===== src/verilog/uart_fifo_pkg.sv =====
package uart_fifo_pkg;

  // ----------------------------------------------------------------
  // Register map
  // ----------------------------------------------------------------
  localparam logic [2:0] ADDR_DATA = 3'h0;
  localparam logic [2:0] ADDR_IE   = 3'h1;
  localparam logic [2:0] ADDR_IID  = 3'h2;
  localparam logic [2:0] ADDR_LS   = 3'h5;

  // fifo_control fields
  localparam int FC_EN    = 0;
  localparam int FC_RXRST = 1;
  localparam int FC_TXRST = 2;
  localparam int FC_DMA   = 3;
  localparam int FC_TRIG  = 6;

  // interrupt_enable fields
  localparam int IE_RX = 0;
  localparam int IE_TX = 1;
  localparam int IE_LS = 2;
  localparam int IE_MS = 3;

  // interrupt_identification codes, bits 3..0
  localparam logic [3:0] IID_NONE = 4'h1;
  localparam logic [3:0] IID_LS   = 4'h6;
  localparam logic [3:0] IID_RX   = 4'h4;
  localparam logic [3:0] IID_TO   = 4'hc;
  localparam logic [3:0] IID_THR  = 4'h2;
  localparam logic [3:0] IID_MS   = 4'h0;

  // Receive trigger levels in bytes
  localparam logic [4:0] TRIG_1  = 5'h01;
  localparam logic [4:0] TRIG_4  = 5'h04;
  localparam logic [4:0] TRIG_8  = 5'h08;
  localparam logic [4:0] TRIG_14 = 5'h0e;

  // Fifo depth; legacy mode keeps one byte
  localparam logic [4:0] DEPTH     = 5'h10;
  localparam logic [4:0] DEPTH_OFF = 5'h01;

  // Receiver clock ticks per bit is 16 (shift by 4); four chars (by 2)
  localparam int TICK_SHIFT = 4;
  localparam int TO_SHIFT   = 2;

  // ----------------------------------------------------------------
  // Types
  // ----------------------------------------------------------------
  typedef struct packed {
    logic       brk;
    logic       frm;
    logic       par;
    logic [7:0] data;
  } rx_entry_t;

  typedef enum logic [2:0] {
    THR_IDLE = 3'b001,
    THR_WAIT = 3'b010,
    THR_PEND = 3'b100
  } thr_state_t;

endpackage


===== src/verilog/uart_fifo_ctrl.sv =====
`timescale 1ns/1ps

// How it works
// - Fifo enable bit arms both fifos; other bits need it; toggling flushes.
// - Receive reset bit empties receive fifo and count; self clearing.
// - Transmit reset bit empties transmit fifo and count; self clearing.
// - Dma select bit moves both dma requests from mode 0 to mode 1.
// - Top two control bits choose trigger of 1, 4, 8 or 14 bytes.
// - In fifo mode, data interrupt and code follow fill at or above the trigger; legacy mode raises them on any byte.
// - Line status interrupt outranks received data interrupt.
// - Data ready is set by arrival, cleared when receive fifo empties.
// - Timeout after four idle character times with data waiting.
// - Character times are counted on receiver clock rising edges.
// - Reading one character clears a fired timeout and its timer.
// - Without a timeout, arrival or host read restarts the timer.
// - Empty transmit fifo raises code 2; write or id read clears it.
// - In fifo mode, without two bytes since empty, transmit interrupt waits a char less its stop bit.
// - First transmit interrupt after enable change comes at once.
// - Cleared enables put each direction into polled operation.
// - Polled mode reports no trigger or timeout; fifos still fill.
// - Line status shows holding empty, idle and fifo error bits.
// - Enable register gates four sources; upper nibble reads zero.
// - Legacy mode reads zero in timeout, fifo and error bits.
// - Byte bit 0 is the first bit on the serial line.
// - Priority: line status, receive or timeout, transmit, modem.
// - Timeout code sets bit 3 beside bit 2.
module uart_fifo_ctrl (
  input  wire logic                     clk_i,
  input  wire logic                     rst_i,
  input  wire logic [2:0]               addr_i,
  input  wire logic [7:0]               wdata_i,
  input  wire logic                     wr_i,
  input  wire logic                     rd_i,
  output logic      [7:0]               rdata_o,
  input  wire logic                     rclk_i,
  input  wire logic [3:0]               char_bits_i,
  input  wire logic                     rx_valid_i,
  input  wire uart_fifo_pkg::rx_entry_t rx_char_i,
  input  wire logic                     tx_idle_i,
  output logic                          tx_load_o,
  output logic      [7:0]               tx_data_o,
  input  wire logic                     modem_irq_i,
  output logic                          irq_o,
  output logic                          rx_dma_o,
  output logic                          tx_dma_o
);

  // ----------------------------------------------------------------
  // State
  // ----------------------------------------------------------------
  typedef struct packed {
    logic [3:0]                           interrupt_enable;
    logic                                 fifo_en;
    logic                                 dma_mode;
    logic [1:0]                           trig;
    uart_fifo_pkg::rx_entry_t [15:0]      rx_mem;
    logic [3:0]                           rx_wp;
    logic [3:0]                           rx_rp;
    logic [4:0]                           rx_cnt;
    logic [15:0][7:0]                     tx_mem;
    logic [3:0]                           tx_wp;
    logic [3:0]                           tx_rp;
    logic [4:0]                           tx_cnt;
    logic                                 seen2;
    uart_fifo_pkg::thr_state_t            thr_st;
    logic [9:0]                           dly;
    logic [3:0]                           ls_err;
    logic [2:0]                           rclk_s;
    logic [9:0]                           to_cnt;
    logic                                 to_flag;
    logic [7:0]                           rdata;
    logic                                 irq;
    logic                                 rx_dma;
    logic                                 tx_dma;
    logic [7:0]                           tx_data;
    logic                                 tx_load;
  } state_t;

  state_t s;
  state_t n;

  // ----------------------------------------------------------------
  // Helpers
  // ----------------------------------------------------------------
  // trigger decode
  function automatic logic [4:0] trig_lvl(input logic [1:0] c);
    unique case (c)
      2'b00: trig_lvl = uart_fifo_pkg::TRIG_1;
      2'b01: trig_lvl = uart_fifo_pkg::TRIG_4;
      2'b10: trig_lvl = uart_fifo_pkg::TRIG_8;
      2'b11: trig_lvl = uart_fifo_pkg::TRIG_14;
    endcase
  endfunction

  // any stored byte with an error
  function automatic logic err_any(input state_t q);
    logic [3:0] k;
    err_any = 1'b0;
    for (int i = 0; i < 16; i++) begin
      k = q.rx_rp + 4'(i);
      if (5'(i) < q.rx_cnt && (q.rx_mem[k].brk | q.rx_mem[k].frm |
                               q.rx_mem[k].par))
        err_any = 1'b1;
    end
  endfunction

  function automatic logic [3:0] iid_f(input state_t q,
                                       input logic   ms);
    if (q.interrupt_enable[uart_fifo_pkg::IE_LS] && q.ls_err != 4'h0)
      iid_f = uart_fifo_pkg::IID_LS;
    else if (q.interrupt_enable[uart_fifo_pkg::IE_RX] && q.rx_cnt != 5'h00 &&
             (!q.fifo_en || q.rx_cnt >= trig_lvl(q.trig)))
      iid_f = uart_fifo_pkg::IID_RX;
    else if (q.interrupt_enable[uart_fifo_pkg::IE_RX] && q.to_flag)
      iid_f = uart_fifo_pkg::IID_TO;
    else if (q.interrupt_enable[uart_fifo_pkg::IE_TX] && q.thr_st == uart_fifo_pkg::THR_PEND)
      iid_f = uart_fifo_pkg::IID_THR;
    else if (q.interrupt_enable[uart_fifo_pkg::IE_MS] && ms)
      iid_f = uart_fifo_pkg::IID_MS;
    else
      iid_f = uart_fifo_pkg::IID_NONE;
  endfunction

  logic       wr_data;
  logic       rd_data;
  logic       wr_fc;
  logic       rd_iid;
  logic       rd_ls;
  logic       rise;
  logic       en_chg;
  logic       rx_clr;
  logic       tx_clr;
  logic       pop;
  logic       push;
  logic       empt;
  logic [4:0] cap;
  logic [3:0] iid;
  logic [7:0] ls;

  assign wr_data = wr_i && addr_i == uart_fifo_pkg::ADDR_DATA;
  assign rd_data = rd_i && addr_i == uart_fifo_pkg::ADDR_DATA;
  assign wr_fc   = wr_i && addr_i == uart_fifo_pkg::ADDR_IID;
  assign rd_iid  = rd_i && addr_i == uart_fifo_pkg::ADDR_IID;
  assign rd_ls   = rd_i && addr_i == uart_fifo_pkg::ADDR_LS;
  assign iid     = iid_f(s, modem_irq_i);

  // ----------------------------------------------------------------
  // Next state
  // ----------------------------------------------------------------
  always_comb begin
    n       = s;
    rise    = s.rclk_s[1] & ~s.rclk_s[2];
    n.rclk_s = {s.rclk_s[1:0], rclk_i};
    cap     = s.fifo_en ? uart_fifo_pkg::DEPTH : uart_fifo_pkg::DEPTH_OFF;
    // line status assembly; error bit only in fifo mode
    ls = {s.fifo_en & err_any(s),
          s.tx_cnt == 5'h00 && tx_idle_i && !s.tx_load,
          s.tx_cnt == 5'h00, s.ls_err[3:0] == 4'h0 ? 4'h0 : s.ls_err,
          s.rx_cnt != 5'h00};

    // Register writes
    // four enable bits held
    if (wr_i && addr_i == uart_fifo_pkg::ADDR_IE)
      n.interrupt_enable = wdata_i[3:0];
    // enable change flushes, other bits need enable
    en_chg = wr_fc && wdata_i[uart_fifo_pkg::FC_EN] != s.fifo_en;
    rx_clr = en_chg;
    tx_clr = en_chg;
    if (wr_fc) begin
      n.fifo_en = wdata_i[uart_fifo_pkg::FC_EN];
      if (wdata_i[uart_fifo_pkg::FC_EN]) begin
        n.dma_mode = wdata_i[uart_fifo_pkg::FC_DMA];
        n.trig     = wdata_i[uart_fifo_pkg::FC_TRIG +: 2];
        rx_clr = rx_clr | wdata_i[uart_fifo_pkg::FC_RXRST];
        tx_clr = tx_clr | wdata_i[uart_fifo_pkg::FC_TXRST];
      end
    end

    // Read data, present only the cycle after the strobe
    n.rdata = 8'h00;
    if (rd_i) begin
      unique case (addr_i)
        uart_fifo_pkg::ADDR_DATA: n.rdata = s.rx_mem[s.rx_rp].data;
        uart_fifo_pkg::ADDR_IE:   n.rdata = {4'h0, s.interrupt_enable};
        // fifo bits zero in legacy mode
        uart_fifo_pkg::ADDR_IID:  n.rdata = {s.fifo_en, s.fifo_en, 2'b00,
                                             iid};
        uart_fifo_pkg::ADDR_LS:   n.rdata = ls;
        default:                  n.rdata = 8'h00;
      endcase
    end

    // Line errors: read clears, new error wins
    if (rd_ls)
      n.ls_err = 4'h0;

    // Receive fifo
    pop  = rd_data && s.rx_cnt != 5'h00;
    push = rx_valid_i && (s.rx_cnt < cap || pop);
    if (rx_valid_i) begin
      n.ls_err[3:1] = n.ls_err[3:1] |
                      {rx_char_i.brk, rx_char_i.frm, rx_char_i.par};
      if (!push)
        n.ls_err[0] = 1'b1;
    end
    if (rx_clr) begin
      n.rx_wp  = 4'h0;
      n.rx_rp  = 4'h0;
      n.rx_cnt = 5'h00;
    end else begin
      if (pop)
        n.rx_rp = s.rx_rp + 4'h1;
      // entry keeps error status; arrival sets data ready
      if (push) begin
        n.rx_mem[s.rx_wp] = rx_char_i;
        n.rx_wp           = s.rx_wp + 4'h1;
      end
      n.rx_cnt = s.rx_cnt + 5'(push) - 5'(pop);
    end

    if (rx_clr || !s.fifo_en || !s.interrupt_enable[uart_fifo_pkg::IE_RX] ||
        n.rx_cnt == 5'h00) begin
      n.to_cnt  = 10'h000;
      n.to_flag = 1'b0;
    // read clears a fired timeout and timer
    end else if (pop) begin
      n.to_cnt  = 10'h000;
      n.to_flag = 1'b0;
    end else if (push && !s.to_flag) begin
      n.to_cnt = 10'h000;
    end else if (rise && !s.to_flag) begin
      n.to_cnt = s.to_cnt + 10'h001;
      if (s.to_cnt + 10'h001 >=
          10'({char_bits_i, 6'h00} >> (6 - uart_fifo_pkg::TICK_SHIFT -
                                      uart_fifo_pkg::TO_SHIFT)))
        n.to_flag = 1'b1;
    end

    // Transmit fifo
    n.tx_load = 1'b0;
    empt      = 1'b0;
    if (tx_clr) begin
      n.tx_wp  = 4'h0;
      n.tx_rp  = 4'h0;
      n.tx_cnt = 5'h00;
      empt     = s.tx_cnt != 5'h00;
    end else begin
      if (wr_data && s.tx_cnt < cap) begin
        n.tx_mem[s.tx_wp] = wdata_i;
        n.tx_wp           = s.tx_wp + 4'h1;
      end
      // byte handed whole; shifter sends bit 0 first
      if (tx_idle_i && !s.tx_load && s.tx_cnt != 5'h00) begin
        n.tx_data = s.tx_mem[s.tx_rp];
        n.tx_load = 1'b1;
        n.tx_rp   = s.tx_rp + 4'h1;
      end
      n.tx_cnt = s.tx_cnt + 5'(wr_data && s.tx_cnt < cap) - 5'(n.tx_load);
      empt     = s.tx_cnt != 5'h00 && n.tx_cnt == 5'h00;
    end
    if (n.tx_cnt >= 5'h02)
      n.seen2 = 1'b1;

    // Transmit empty interrupt
    // write or id read clears
    unique case (s.thr_st)
      uart_fifo_pkg::THR_IDLE: ;
      uart_fifo_pkg::THR_WAIT: begin
        if (wr_data)
          n.thr_st = uart_fifo_pkg::THR_IDLE;
        else if (rise) begin
          n.dly = s.dly + 10'h001;
          // one character less final stop bit
          if (s.dly + 10'h001 >=
              10'({char_bits_i - 4'h1, 4'h0} >>
                  (4 - uart_fifo_pkg::TICK_SHIFT)))
            n.thr_st = uart_fifo_pkg::THR_PEND;
        end
      end
      uart_fifo_pkg::THR_PEND: begin
        if (wr_data || (rd_iid && iid == uart_fifo_pkg::IID_THR))
          n.thr_st = uart_fifo_pkg::THR_IDLE;
      end
      default: n.thr_st = uart_fifo_pkg::THR_IDLE;
    endcase
    if (en_chg) begin
      n.thr_st = uart_fifo_pkg::THR_PEND;
      n.seen2  = 1'b0;
    end else if (empt) begin
      n.dly    = 10'h000;
      n.seen2  = 1'b0;
      n.thr_st = (s.seen2 || !s.fifo_en) ? uart_fifo_pkg::THR_PEND
                                         : uart_fifo_pkg::THR_WAIT;
    end

    if (s.fifo_en && s.dma_mode) begin
      n.rx_dma = s.rx_cnt >= trig_lvl(s.trig) || s.to_flag;
      n.tx_dma = s.tx_cnt < uart_fifo_pkg::DEPTH;
    end else begin
      n.rx_dma = s.rx_cnt != 5'h00;
      n.tx_dma = s.tx_cnt == 5'h00;
    end
    n.irq = iid != uart_fifo_pkg::IID_NONE;
  end

  // ----------------------------------------------------------------
  // Registers
  // ----------------------------------------------------------------
  always_ff @(posedge clk_i) begin
    if (rst_i) begin
      s        <= '0;
      s.thr_st <= uart_fifo_pkg::THR_IDLE;
    end else begin
      s <= n;
    end
  end

  assign rdata_o   = s.rdata;
  assign tx_load_o = s.tx_load;
  assign tx_data_o = s.tx_data;
  assign irq_o     = s.irq;
  assign rx_dma_o  = s.rx_dma;
  assign tx_dma_o  = s.tx_dma;
endmodule // uart_fifo_ctrl


===== config.mk =====
export PLATFORM = sky130hd
export DESIGN_NAME = uart_fifo_ctrl
export DESIGN_NICKNAME = d
export VERILOG_FILES = /design/src/verilog/uart_fifo_pkg.sv /design/src/verilog/uart_fifo_ctrl.sv
export SDC_FILE = /design/constraint.sdc
export NUM_CORES = 1
export LEC_CHECK = 0
export ABC_AREA = 1
export BUFFER_PORTS_ARGS = -buffer_cell sky130_fd_sc_hd__buf_2
export CELL_PAD_IN_SITES_DETAIL_PLACEMENT = 1
export CELL_PAD_IN_SITES_GLOBAL_PLACEMENT = 2
export CORE_MARGIN = 2
export CORE_UTILIZATION = 36
export CTS_CLUSTER_DIAMETER = 40
export DETAILED_ROUTE_END_ITERATION = 10
export PLACE_DENSITY_LB_ADDON = 0.1
export SLEW_MARGIN = 20
export SYNTH_ARGS = -nofsm -noshare
export SYNTH_HDL_FRONTEND = slang
export SYNTH_SLANG_ARGS = --single-unit

===== constraint.sdc =====
create_clock -name clk_i -period 4.1 [get_ports clk_i]
set_clock_uncertainty 0.05 [all_clocks]
set_input_delay 0.82 -clock clk_i [delete_from_list [all_inputs] [get_ports clk_i]]
set_output_delay 0.82 -clock clk_i [all_outputs]
set_load 0.05 [all_outputs]

# After elaboration in Yosys (flattened, before gate mapping)
# Cells that the tools add are included.
# classes
mux	91
n_reduce_logical	79
n_eq_ne	20
n_bitwise	42
order_cmp	45
addsub	25
# op_table
cell	n
binary-select mux 11 bit (select 4 bit)	16
two-way mux 11 bit	17
bitwise mux 176 bit	1
bitwise mux 128 bit	1
< comparator 4 x 5 -> 1 bit, second input constant	19
demux 11 bit (select 4 bit)	1
logical AND 1 bit	43
< comparator 4 x 5 -> 1 bit, first input constant	8
bitwise OR 1 bit	34
adder 4 bit, second input constant	8
binary-select mux 8 bit (select 4 bit)	1
demux 8 bit (select 4 bit)	1
one-hot mux 8 bit (4 select lines)	1
two-way mux 10 bit	3
two-way mux 13 bit	2
two-way mux 5 bit	5
two-way mux 4 bit	6
two-way mux 1 bit	23
adder 10 x 1 -> 10 bit, second input constant	2
< comparator 3 x 5 -> 1 bit, first input constant	4
one-hot mux 5 bit (4 select lines)	1
two-way mux 9 bit	2
adder 4 x 1 -> 4 bit, second input constant	4
adder 4 x 3 -> 4 bit, second input constant	4
other kinds (49)	95
# word_totals
regBits	390

# Logic depth before layout (Yosys ltp)
# logic_depth
ltp_word	23
depth_mapped	24
mapped_depth_nobuf	24

# Least setup slack after synthesis
# Ideal clock, no wire load.
# synth_timing
path_kind	in2reg
startpoint	input port addr_i[0]
endpoint	register s[48] (netlist name)
arrival_time_ns	3.468
stages	23
n_path_buf	0
required_time_ns	3.920
setup_slack_ns	0.451
cell_sequence	nor2_2 inv_2 nor2_8 inv_2 nor2_2 inv_2 nor2_2 nand2_4 ha_1 inv_1 ha_1 fa_1 a21oi_1 nor2_1 nor2_1 xor2_1 nand2_1 nand2_1 nor2_2 nor2_1 nand2_1 nand3_1 nand3_1
# synth_between
elab_chain_cells	10
word_cells_on_any_way	26
cone_classes	2 x add/sub; 5 x eq/ne; 7 x mux; 1 x bitwise; 11 x reduce/logical
# synth_rtl
element	line_no	rtl
from (decl)	uart_fifo_ctrl.sv:30	input wire logic [2:0] addr_i,
zero test 3 bit	uart_fifo_ctrl.sv:140	assign wr_data = wr_i && addr_i == uart_fifo_pkg::ADDR_DATA;
logical AND 1 bit	uart_fifo_ctrl.sv:140	
logical AND 1 bit	uart_fifo_ctrl.sv:258	n.tx_cnt = s.tx_cnt + 5'(wr_data && s.tx_cnt < cap) - 5'(n.tx_load);
adder 5 x 1 -> 5 bit	uart_fifo_ctrl.sv:258	
subtractor 5 x 1 -> 5 bit	uart_fifo_ctrl.sv:258	
zero test 5 bit	uart_fifo_ctrl.sv:259	empt = s.tx_cnt != 5'h00 && n.tx_cnt == 5'h00;
logical AND 1 bit	uart_fifo_ctrl.sv:259	
two-way mux 1 bit	uart_fifo_ctrl.sv:242	if (tx_clr) begin
inequality test 5 bit (no source line) (tied with other cells)	n/a	
AND reduction 4 bit (no source line) / two-way mux 3 bit (equally long branches)	n/a	
to (signal assigned)	uart_fifo_ctrl.sv:314	s <= n;
to (decl)	uart_fifo_ctrl.sv:79	state_t s;
# Several ways; a longest one is shown, not always the timed one.
# A chain may end at the register's enable or synchronous reset.

# Worst setup path in the final report
# layout_timing
startpoint	register s[195] (netlist name)
endpoint	register s[28] (netlist name)
# layout_between
elab_chain_cells	10
word_cells_on_any_way	12
cone_classes	2 x add/sub; 1 x order compare; 1 x mux; 8 x reduce/logical
# layout_rtl
element
parallel branches: the longest is 9 deep, another holds < comparator 5 bit
OR reduction 4 bit (no source line) (*)
# Mark *: on every way between the ends.

==> flow_metrics.tcl <==
set metrics [dict create \
    gr-total-overflow 0 \
    required_ns 4.53 \
    ctsResizeCount 0 \
    worst-setup-path-type "reg -> reg" \
    grt_pass1_vias 20200 \
    peakVddDrop_uv 487 \
    dr_total_vias 19700 \
    syn_area_per_cell_um2 6.96 \
    post_dp_cell_area_mm2 0.0210 \
    dp_cells 3586 \
    clock.fmax_mhz 270 \
    fp.dieH_um 242 \
    io_buffer_count 53 \
    final_cell_mix "a21oi_1, o21ai_0, nand2_1" \
    core-area_mm2 0.0563 \
    layout_commonest_cell "a21oi_1" \
    stdcell_count 3723 \
    regToRegSetupSlack_ns 0.40 \
    antenna_found_initial 0 \
    dr.pass1.iters 5 \
    holdPathEnd "n[33]" \
    fin_nets 3001 \
    relSlewSlack_pct 31.0 \
    slowest_delay_ns 0.38 \
    antenna_cells 0 \
    clk_pin_slew_ns 0.05 \
    via_per_inst 5.30 \
    synth_async_sr_flop_share_pct 0 \
    min_path_type "reg -> reg" \
    cp-startpoint "s[195]" \
    whs_path_depth 2 \
    period_needed_ns 3.70 \
    crit_path_top_delay_cell "dfxtp_2" \
    reg2reg_from "s[195]" \
    final_area_mm2 0.0235 \
    place_hpwl_um 48000 \
    routabilityCongestion 0.829 \
    netlist_area_mm2 0.0204 \
    track_usage_pct 24.2 \
    crit_family "adder cells" \
    setup_violations 0 \
    clk-insertion-delay-late_ns 0.61 \
    synth_edf_count 0 \
    start_util_pct 36.3 \
    synth.distinct_cells 61 \
    rows 87 \
    drt-total-wl_um 71300 \
    dieArea_mm2 0.0587 \
    critical_path_peak_fanout 10 \
    crit_chain "inv_1 > ha_1 > o21ai_0 > nand3_1 > a21oi_1 > or2_4 > nand2_8 > ha_1 > inv_1 > ha_1 > fa_1 > inv_1 > nor2_1 > inv_1 > a21oi_1 > nor2_1 > xnor2_1 > a31oi_1 > o21ai_0 > nor2_1 > o21ai_4 > nor2_1" \
    arrival_ns 4.13 \
    grt_max_degree 140 \
    period_share_pct 90.2 \
    ctsHoldBuffers 0 \
    leakage_nw 9.21 \
    drv_slew 0 \
    r2r_cells 22 \
    drtAntennaViolNets 0 \
    postSynthNetCount 3030 \
    yosysSeqAreaShare_pct 38.2 \
    reg2reg_to "s[28]" \
    syn_inst 2938 \
    io_pins 54 \
    h-tree-depth 3 \
    cts_tree "done" \
    crit_path_end_kind "register" \
    synthFlopType "dfxtp_1" \
    pre_cts_ws_ns 0.0954 \
    min_from "n[32]" \
    cts_setup_buffers 0 \
    start_kind "register" \
    die-width_um 242 \
    power.density_mw_per_mm2 557 \
    numClockSinks 390 \
    p_total_mw 13.1 \
    maxCapViolations 0 \
    setup_ws_ns 0.400 \
    root_buffer "clkbuf_16" \
    worst_pin_slew_ns 1.03 \
    setup_tns_ns 0 \
    post_drt_wl_per_cell_um 19.2 \
    clk_path_buf_depth 3 \
    grt_pass1_wl_um 114000 \
    syn2layout_area_growth_pct 15.1 \
    hold_viol 0 \
    status "finished, final reports clean" \
    drive_above_1_share_pct 9.88 \
    drc 0 \
    drtIter0Drc 864 \
    ys_warn_count 0 \
    cts_buffers 77 \
    synth-seq-cells 390 \
    worst-path-buf-inv 4 \
    rsz0062_at_grt "no" \
]
-- registers in the layout, summed over array words and instances (netlist names) --
| name | count |
|---|---|
| rdata_o | 8 |
| tx_data_o | 8 |
| rx_dma_o | 1 |
| tx_load_o | 1 |
| n | 2 |
| s | 368 |
| tx_dma_o | 1 |
| irq_o | 1 |
-- how the worst max path moves through the flow --
stage               endpoint  cells past startpoint
global placement       s[50]                     25
finish                 s[28]                     22
global route           s[50]                     23
detailed placement     s[22]                     23
floorplan              s[48]                     23
CTS                    s[22]                     22
-- cell families (layout without fill, tap and decap cells) --
logic type / after synthesis / count (layout) / share of synthesized area (%)
flip-flops: 390 / 390 / 38.2
XOR/XNOR: 23 / 23 / 0.985
adder cells (fa/ha/maj): 58 / 58 / 3.62
AND/OR/NAND/NOR: 963 / 963 / 21.5
AO/OA/AOI/OAI: 959 / 959 / 24.3
buffers and inverters: 545 / 574 / 11.4
-- stage by stage --
stage	hold slack, ns	utilization [%]
floorplan	0.338	-
global route	0.360	41.8
CTS	0.346	41.8
global placement	0.344	37.3
detailed placement	0.348	37.3
finish	0.352	41.8
-- worst min-delay path, stage by stage (launching register included) --
cell and delay (ns):
dfxtp_1 0.29, inv_1 0.04, nor2_1 0.03
-- layer usage --
metal / vias up / part of all wire, % / track usage, % / wire, µm
met5: - / 0 / 0 / 0
met2: 290 / 48 / 42.0 / 34500
met1: 9530 / 46 / 30.8 / 32600
met3: 127 / 3.1 / 3.68 / 2240
li1: 9769 / - / - / -
met4: 0 / 2.7 / 7.59 / 1920
-- where the power goes --
part	internal, mW	switching (mW)	leakage [nW]
clock	3.93	2.21	1.23
combinational	0.872	1.93	4.82
sequential	4.02	0.156	3.15
total	8.81	4.29	9.21
-- synthesized netlist by cell type, types with 3 or more instances --
library cell	n	area, µm²
a21oi_1	437	2190
o21ai_0	422	2110
nand2_1	391	1470
dfxtp_1	390	7810
inv_1	318	1190
nand3_1	295	1480
nor2_1	209	785
clkbuf_1	117	439
ha_1	56	701
o21ai_1	37	185
buf_2	34	170
buf_6	20	225
buf_4	18	135
xor2_1	18	158
a31oi_1	15	93.8
nand4_1	15	93.8
o211ai_1	14	105
buf_1	12	45.0
nor3_1	12	60.1
nand4_4	10	213
inv_2	9	33.8
clkinv_1	8	30.0
clkbuf_2	6	30.0
nor2_2	6	37.5
o221ai_1	6	52.6
or2_2	6	37.5
a22o_1	5	43.8
xnor2_1	5	43.8
nor2_4	3	33.8
o31ai_1	3	22.5
-- area by class of cell --
type	count	area, µm²
inverters	337	1270
clock buffers	96	2150
well taps	756	946
fillers	7103	32700
flip-flops and latches	390	7820
clock inverters	41	380
repair buffers	100	656
multi-input cells	2003	10300
Note: power is estimated with default switching activity, not from simulation.
